## src/common/pin_mux_pkg.sv

```systemverilog
// Shared constants and carrier types for the port B/C pin function mux
package pin_mux_pkg;

    // Pin counts
    localparam int B_PINS = 2;
    localparam int C_PINS = 6;

    // Port B bit positions inside the block
    localparam int B6 = 0;
    localparam int B7 = 1;

    // Port C lane positions for bits 0,1,2,4,5,6
    localparam int C0 = 0;
    localparam int C1 = 1;
    localparam int C2 = 2;
    localparam int C4 = 3;
    localparam int C5 = 4;
    localparam int C6 = 5;

    // Reset values: all pins GPIO, all inputs, outputs low
    localparam logic [1:0] RST_B6_SEL  = 2'h0;
    localparam logic [1:0] RST_B7_SEL  = 2'h0;
    localparam logic [5:0] RST_C_ANA   = 6'h00;
    localparam logic [1:0] RST_C_REF   = 2'h0;
    localparam logic [7:0] RST_DIR     = 8'h00;
    localparam logic [7:0] RST_DOUT    = 8'h00;

    // Port B6 function select
    typedef enum logic [1:0] {
        B6_GPIO  = 2'b00,
        B6_RX    = 2'b01,
        B6_SDA   = 2'b10,
        B6_EXT_CLOCK_IN = 2'b11
    } b6_func_e;

    // Port B7 function select
    typedef enum logic [1:0] {
        B7_GPIO = 2'b00,
        B7_TX   = 2'b01,
        B7_SCL  = 2'b10,
        B7_RSVD = 2'b11
    } b7_func_e;

    // Control bits from the system integration unit and clock synthesis unit
    typedef struct packed {
        logic [1:0] b6_sel;
        logic [1:0] b7_sel;
        logic       i2c_on_b1_b0;
        logic [5:0] c_analog;
        logic [1:0] c_ref_high;
        logic       osc_clock_mode_bit;
    } mux_ctrl_s;

    // GPIO port controller view: direction and output value per pin
    typedef struct packed {
        logic [7:0] dir;
        logic [7:0] dout;
    } gpio_ctrl_s;

    // One pad: output, output enable
    typedef struct packed {
        logic o;
        logic oe;
    } pad_drive_s;

    // Serial and I2C peripheral side
    typedef struct packed {
        logic serial0_tx_out;
        logic serial0_tx_oe;
        logic serial0_single_wire;
        logic sda_out_oe;
        logic scl_out_oe;
    } periph_drive_s;

endpackage : pin_mux_pkg

```

## src/logic/pin_cell.sv

```systemverilog
// One pad cell: picks GPIO or alternate drive and synchronises the pad input
`timescale 1ns/1ps
module pin_cell
    import pin_mux_pkg::*;
(
    // Clock and reset
    input  wire logic clk,
    input  wire logic reset_n,
    // Selection
    input  wire logic alt_sel,
    input  wire logic analog_sel,
    // GPIO drive
    input  wire logic gpio_dir,
    input  wire logic gpio_dout,
    // Alternate drive
    input  wire logic alt_o,
    input  wire logic alt_oe,
    // Pad
    input  wire logic pad_i,
    output logic      pad_o,
    output logic      pad_oe,
    // Synchronised pad level
    output logic      pad_sync
);

    logic meta;
    logic next_pad_o;
    logic next_pad_oe;

    // Analog use parks the digital driver so the pin floats for the converter
    always_comb begin
        if (analog_sel) begin
            next_pad_o  = 1'b0;
            next_pad_oe = 1'b0;
        end else if (alt_sel) begin
            next_pad_o  = alt_o;
            next_pad_oe = alt_oe;
        end else begin
            next_pad_o  = gpio_dout;
            next_pad_oe = gpio_dir;
        end
    end

    // Reset leaves the pad an undriven GPIO input
    always_ff @(posedge clk or negedge reset_n) begin
        if (!reset_n) begin
            pad_o    <= 1'b0;
            pad_oe   <= 1'b0;
            meta     <= 1'b0;
            pad_sync <= 1'b0;
        end else begin
            pad_o    <= next_pad_o;
            pad_oe   <= next_pad_oe;
            meta     <= pad_i;
            pad_sync <= meta;
        end
    end

endmodule : pin_cell

```

## src/logic/port_b_c_pin_function_mux.sv

```systemverilog
// Pin function mux for port B bits 6,7 and port C bits 0,1,2,4,5,6
`timescale 1ns/1ps
module port_b_c_pin_function_mux
    import pin_mux_pkg::*;
(
    // Clock and reset
    input  wire logic          clk,
    input  wire logic          reset_n,
    // Control from system integration and clock synthesis units
    input  wire mux_ctrl_s     ctrl,
    input  wire gpio_ctrl_s    gpio,
    // Peripheral drive
    input  wire periph_drive_s periph,
    // Port B pads 6,7 and port C pads
    input  wire logic [1:0]    port_b_pad_i,
    output logic      [1:0]    port_b_pad_o,
    output logic      [1:0]    port_b_pad_oe,
    input  wire logic [5:0]    port_c_pad_i,
    output logic      [5:0]    port_c_pad_o,
    output logic      [5:0]    port_c_pad_oe,
    // Synchronised GPIO input levels, B6,B7 then C lanes
    output logic      [7:0]    gpio_din,
    // Peripheral inputs
    output logic               serial0_rx_in,
    output logic               sda_in,
    output logic               scl_in,
    output logic               ext_clock_in,
    output logic               ext_clock_valid,
    // Analog routing enables
    output logic      [2:0]    conv_a_chan_en,
    output logic      [2:0]    conv_b_chan_en,
    output logic               comparator_a_in3,
    output logic               comparator_b_in3,
    output logic               conv_a_ref_high,
    output logic               conv_b_ref_high,
    // I2C moved to port B bits 1 and 0
    output logic               i2c_alt_route
);

    // Registered control so every output settles from reset as plain GPIO
    mux_ctrl_s ctl;
    mux_ctrl_s next_ctl;
    logic [1:0] b_alt;
    logic [1:0] b_alt_o;
    logic [1:0] b_alt_oe;
    logic [5:0] c_ana;
    logic [1:0] b_sync;
    logic [5:0] c_sync;
    logic       next_rx;
    logic       next_sda;
    logic       next_scl;
    logic       next_clk;
    logic       next_clk_valid;

    always_comb begin
        next_ctl = ctrl;
        if (ctrl.b6_sel == B6_EXT_CLOCK_IN && !ctrl.osc_clock_mode_bit) begin
            next_ctl.b6_sel = B6_GPIO;
        end
    end

    always_ff @(posedge clk or negedge reset_n) begin
        if (!reset_n) begin
            ctl.b6_sel             <= RST_B6_SEL;
            ctl.b7_sel             <= RST_B7_SEL;
            ctl.i2c_on_b1_b0       <= 1'b0;
            ctl.c_analog           <= RST_C_ANA;
            ctl.c_ref_high         <= RST_C_REF;
            ctl.osc_clock_mode_bit <= 1'b0;
        end else begin
            ctl <= next_ctl;
        end
    end

    // I2C on B6/B7 only while not moved to B1/B0
    always_comb begin
        b_alt[B6]    = ctl.b6_sel != B6_GPIO;
        b_alt[B7]    = ctl.b7_sel != B7_GPIO && ctl.b7_sel != B7_RSVD;
        b_alt_o      = 2'b00;
        b_alt_oe     = 2'b00;
        if (ctl.b6_sel == B6_SDA && !ctl.i2c_on_b1_b0) begin
            b_alt_oe[B6] = periph.sda_out_oe;
        end
        if (ctl.b7_sel == B7_TX) begin
            b_alt_o[B7]  = periph.serial0_tx_out;
            b_alt_oe[B7] = periph.serial0_tx_oe;
        end else if (ctl.b7_sel == B7_SCL && !ctl.i2c_on_b1_b0) begin
            b_alt_oe[B7] = periph.scl_out_oe;
        end
        c_ana = ctl.c_analog;
        c_ana[C2] = ctl.c_analog[C2] | ctl.c_ref_high[0];
        c_ana[C6] = ctl.c_analog[C6] | ctl.c_ref_high[1];
    end

    // Port B pad cells
    pin_cell u_b6 (
        .clk        (clk),
        .reset_n    (reset_n),
        .alt_sel    (b_alt[B6]),
        .analog_sel (1'b0),
        .gpio_dir   (gpio.dir[0]),
        .gpio_dout  (gpio.dout[0]),
        .alt_o      (b_alt_o[B6]),
        .alt_oe     (b_alt_oe[B6]),
        .pad_i      (port_b_pad_i[B6]),
        .pad_o      (port_b_pad_o[B6]),
        .pad_oe     (port_b_pad_oe[B6]),
        .pad_sync   (b_sync[B6])
    );

    pin_cell u_b7 (
        .clk        (clk),
        .reset_n    (reset_n),
        .alt_sel    (b_alt[B7]),
        .analog_sel (1'b0),
        .gpio_dir   (gpio.dir[1]),
        .gpio_dout  (gpio.dout[1]),
        .alt_o      (b_alt_o[B7]),
        .alt_oe     (b_alt_oe[B7]),
        .pad_i      (port_b_pad_i[B7]),
        .pad_o      (port_b_pad_o[B7]),
        .pad_oe     (port_b_pad_oe[B7]),
        .pad_sync   (b_sync[B7])
    );

    // Port C pad cells; analog select parks the digital driver
    for (genvar i = 0; i < C_PINS; i++) begin : g_c
        pin_cell u_c (
            .clk        (clk),
            .reset_n    (reset_n),
            .alt_sel    (1'b0),
            .analog_sel (c_ana[i]),
            .gpio_dir   (gpio.dir[i+2]),
            .gpio_dout  (gpio.dout[i+2]),
            .alt_o      (1'b0),
            .alt_oe     (1'b0),
            .pad_i      (port_c_pad_i[i]),
            .pad_o      (port_c_pad_o[i]),
            .pad_oe     (port_c_pad_oe[i]),
            .pad_sync   (c_sync[i])
        );
    end

    // Peripheral input steering; idle rx, sda and scl rest high like a pulled-up pin, the clock line rests low
    always_comb begin
        next_rx        = 1'b1;
        next_sda       = 1'b1;
        next_scl       = 1'b1;
        next_clk       = 1'b0;
        next_clk_valid = 1'b0;
        if (ctl.b6_sel == B6_RX) begin
            next_rx = b_sync[B6];
        end else if (ctl.b7_sel == B7_TX && periph.serial0_single_wire) begin
            next_rx = b_sync[B7];
        end
        if (ctl.b6_sel == B6_SDA && !ctl.i2c_on_b1_b0) begin
            next_sda = b_sync[B6];
        end
        if (ctl.b7_sel == B7_SCL && !ctl.i2c_on_b1_b0) begin
            next_scl = b_sync[B7];
        end
        if (ctl.b6_sel == B6_EXT_CLOCK_IN && ctl.osc_clock_mode_bit) begin
            next_clk       = b_sync[B6];
            next_clk_valid = 1'b1;
        end
    end

    always_ff @(posedge clk or negedge reset_n) begin
        if (!reset_n) begin
            serial0_rx_in    <= 1'b1;
            sda_in           <= 1'b1;
            scl_in           <= 1'b1;
            ext_clock_in     <= 1'b0;
            ext_clock_valid  <= 1'b0;
            gpio_din         <= 8'h00;
            conv_a_chan_en   <= 3'h0;
            conv_b_chan_en   <= 3'h0;
            comparator_a_in3 <= 1'b0;
            comparator_b_in3 <= 1'b0;
            conv_a_ref_high  <= 1'b0;
            conv_b_ref_high  <= 1'b0;
            i2c_alt_route    <= 1'b0;
        end else begin
            serial0_rx_in    <= next_rx;
            sda_in           <= next_sda;
            scl_in           <= next_scl;
            ext_clock_in     <= next_clk;
            ext_clock_valid  <= next_clk_valid;
            gpio_din         <= {c_sync, b_sync};
            conv_a_chan_en   <= ctl.c_analog[C2:C0];
            conv_b_chan_en   <= ctl.c_analog[C6:C4];
            comparator_a_in3 <= ctl.c_analog[C0];
            comparator_b_in3 <= ctl.c_analog[C4];
            conv_a_ref_high  <= ctl.c_ref_high[0];
            conv_b_ref_high  <= ctl.c_ref_high[1];
            i2c_alt_route    <= ctl.i2c_on_b1_b0;
        end
    end

endmodule : port_b_c_pin_function_mux

```

## config.mk

```make
export PLATFORM = sky130hd
export DESIGN_NAME = port_b_c_pin_function_mux
export DESIGN_NICKNAME = d
export VERILOG_FILES = /design/src/common/pin_mux_pkg.sv /design/src/logic/pin_cell.sv /design/src/logic/port_b_c_pin_function_mux.sv
export SDC_FILE = /design/constraint.sdc
export NUM_CORES = 1
export LEC_CHECK = 0
export BUFFER_PORTS_ARGS = -buffer_cell sky130_fd_sc_hd__buf_2
export CAP_MARGIN = 10
export CORE_ASPECT_RATIO = 1.75
export CORE_MARGIN = 3
export CORE_UTILIZATION = 50
export CTS_CLUSTER_DIAMETER = 60
export DETAILED_ROUTE_END_ITERATION = 12
export PLACE_DENSITY = 0.94
export REMOVE_ABC_BUFFERS = 1
export SLEW_MARGIN = 10
export SYNTH_ARGS = -nofsm -noshare
export SYNTH_HDL_FRONTEND = slang
export SYNTH_SLANG_ARGS = --single-unit
```

## constraint.sdc

```tcl
create_clock -name clk -period 2.3 [get_ports clk]
set_clock_uncertainty 0.15 [all_clocks]
set_input_delay 0 -clock clk [delete_from_list [all_inputs] [get_ports clk]]
set_output_delay 0 -clock clk [all_outputs]
set_load 0.01 [all_outputs]
```

==> impl_results.md <==
* Status: finished clean
* P per Cell Area at about 750 mW/mm^2
* Die height at between 90 and 100 um
* Core Region at 0.003941 mm^2
* Largest net degree at the start of global routing at 33
* Hold Crit Class: in -> async
* Final ANT Viol Nets at 0
* Main area contributors after synthesis: dfrtp_1 (78%), buf_4 (6.4%), dfstp_2 (3.8%), nor2b_1 (2.7%), nor3b_1 (1.8%)
* Number of I/O pins at 85
* CTS clk-pin slew, worst paths at 0.07 ns
* Via count of the first global-routing pass at 1471
* Crit end category: register
* Total gr overflow at 0
* Port Buffers at 84
* Final min period at 1.801 ns
* Final Power at 2311 uW
* P_leak at 0.001535 uW
* CTS max path bufs at 2
* Setup Crit Path Kind: reg -> reg
* Area grow syn2layout at 46.33%
* Initial antenna violation count at 0
* Sequential Area at 0.001705 mm^2
* Core Rows at 30
* DR pass1 iterations at 4
* Area leader, netlist: dfrtp_1
* GRT Overall Usage at 19.45%
* Chip Width at ~55 um
* RSZ-0062 raised after global routing: false
* Area of the multi-input gates at 244.0 um^2
* TritonCTS Sinks at 68
* First-pass GRT wire length at 6699 um
* Synth unique cells at 19
* Placed Cells incl. Taps at approximately 240
* Slew @ Worst Pin at around 0.64 ns
* Final total negative setup slack at 0 ns
* Worst reg2reg setup slack at 0.50 ns
* Worst r2r src: ctl[10]$_DFF_PN0_
* Post-synthesis sequential area ratio at 81.37%
* Final hold violation count at 0
* Fin crit share at between 70% and 80%
* Initial Utilization at a little over half
* Critical R2R Capture: u_b7.pad_oe$_DFF_PN0_
* R2R cell count at 5
* DRC at 0
* Layout Cells excl Fill at around 300
* H-tree levels at 3
* Fillers at 242
* Number of register bits inferred by synthesis at 68
* Wirelength per Cell at 13.95 um
* Post-DP HPWL at 2495 um
* WP data required at 2.36 ns
* Drt total wl at 4170 um
* CTS tree: done
* Top cell type's share of synthesized area at 77.61%
* Nets@finish at 293
* Final Max Tran Viols at 0
* Initial drt markers at 18
* Critical path data arrival time at roughly 1.9 ns
* Crit path launch type: register
* Postcts setup bufs at 0
* Max Cap Viol at 0
* Clk root buf: clkbuf_8
* Post-Syn Area at about 0.0021 mm^2
* Setup violators final at 0
* GPL Wtd Cong at 0.8011
* Maximum fanout along the worst path at 4
* Syn Inst Count at 123
* Via count at 1325
* Achievable Freq at 555.2 MHz
* Die ar. at 0.005035 mm^2
* Total CTS buffers at 9
* Worst-Skew Late Latency at around 0.33 ns
* # diodes at 0
* DR vias/cell at around 4.4
* Worst vdd ir at 683.2 uV
* Fraction of layout cells with a size suffix above 1 at between 40% and 50%
* Slew margin rel. at a little under three fifths
* Avg Inst Size Synth at 17.04 um^2
* Yosys warnings at 0
==> metal layers <==
layer,global-route usage [%],wire length (um),share of wire (%)
met1,20.56,1401,34
met3,8.130,314,7.5
met2,32.51,2409,58
met4,7.911,45,1.1
met5,0,0,0
==> cell type report <==
| type | instances | area share [%] |
|---|---|---|
| clock buffer | 12 | 4.733 |
| multi-input combinational | 34 | 7.956 |
| sequential | 68 | 55.61 |
| tap | 48 | 1.958 |
| inverter | 3 | 0.3672 |
| timing repair buffer | 130 | 28.56 |
| clock inverter | 4 | 0.8160 |
==> worst max-delay path: stages (launching register included) <==
cell and delay (ns):
dfrtp_1 0.36, inv_1 0.05, ha_1 0.33, a21oi_1 0.15, a21oi_1 0.09, dlygate4sd3_1 0.56
==> cell usage after synthesis <==
| cell | instances |
|---|---|
| dfrtp_1 | 65 |
| buf_4 | 18 |
| nor2b_1 | 9 |
| nor3b_1 | 5 |
| a21oi_1 | 3 |
| dfstp_2 | 3 |
| inv_1 | 3 |
| a21boi_0 | 2 |
| ha_1 | 2 |
| nand2_1 | 2 |
| nand2b_1 | 2 |
| nand3b_1 | 2 |
| and2_1 | 1 |
| and3_2 | 1 |
| mux2_2 | 1 |
| nand4bb_1 | 1 |
| o21ai_0 | 1 |
| or3b_2 | 1 |
| or4b_1 | 1 |
==> per-stage QoR <==
| step | setup slack, ns | area (um^2) | hold slack (ns) | util [%] |
|---|---|---|---|---|
| 3_5_place_dp | 1.039 | 2456 | -0.08996 | 62.32 |
| 6_report | 0.4988 | 3067 | 0.07627 | 77.81 |
| 3_3_place_gp | 1.073 | 2456 | -0.09407 | 62.32 |
| 2_1_floorplan | 1.085 | 1961 | -0.4456 | - |
| 4_1_cts | 0.5547 | 3067 | 0.09631 | 77.81 |
| 5_1_grt | 0.4313 | 3067 | 0.1317 | 77.81 |
==> placed cells by master, fill, tap and decap left out, drive strengths merged, types with 2 or more instances in the layout <==
cell,instances
buf,86
dfrtp,65
dlygate4sd3,44
clkbuf,12
nor2b,9
nor3b,5
inv,3
a21oi,3
dfstp,3
nand2b,2
nand3b,2
nand2,2
a21boi,2
ha,2
clkinvlp,2
clkinv,2
==> registers in the layout (all words and copies together), names as in the netlist, 3 cells and up <==
name / cells
c_ana: 4
conv_a_chan_en: 3
g_c.u_c.meta: 6
g_c.u_c.pad_o: 6
ctl: 10
gpio_din: 8
conv_b_chan_en: 3
g_c.u_c.pad_sync: 6
g_c.u_c.pad_oe: 6
==> kinds of logic after synthesis <==
group / synth area share, %
adders and majority gates: 1.194
buffers and inverters: 6.985
muxes: 0.5373
DFF: 81.37
and+or+nand+nor: 8.239
AOI/OAI and AO/OA: 1.671
==> repair_timing <==
| item | CTS | global route |
|---|---|---|
| hold buffers | 44 | 0 |
| endpoints found under the hold margin | 69 | 0 |
| gates resized for setup | 0 | 0 |
==> power by group <==
part | switching (uW) | internal, uW | leakage (uW) | total, uW
clock | 400 | 417 | 0.0000824 | 817
sequential | 23.3 | 1260 | 0.000816 | 1280
combinational | 90.0 | 122 | 0.000637 | 212
==> how the worst max path moves through the flow <==
stage               cells past startpoint         startpoint                     to  slack (ns)
CTS                                     5  ctl[10]$_DFF_PN0_  u_b7.pad_oe$_DFF_PN0_        0.55
floorplan                               3  ctl[10]$_DFF_PN0_       scl_in$_DFF_PN1_        1.08
finish                                  5  ctl[10]$_DFF_PN0_  u_b7.pad_oe$_DFF_PN0_        0.50
detailed placement                      3  ctl[10]$_DFF_PN0_       scl_in$_DFF_PN1_        1.04
global route                            5  ctl[10]$_DFF_PN0_  u_b7.pad_oe$_DFF_PN0_        0.43
global placement                        3  ctl[10]$_DFF_PN0_       scl_in$_DFF_PN1_        1.07
No activity file was read; power rests on OpenSTA's default activity.
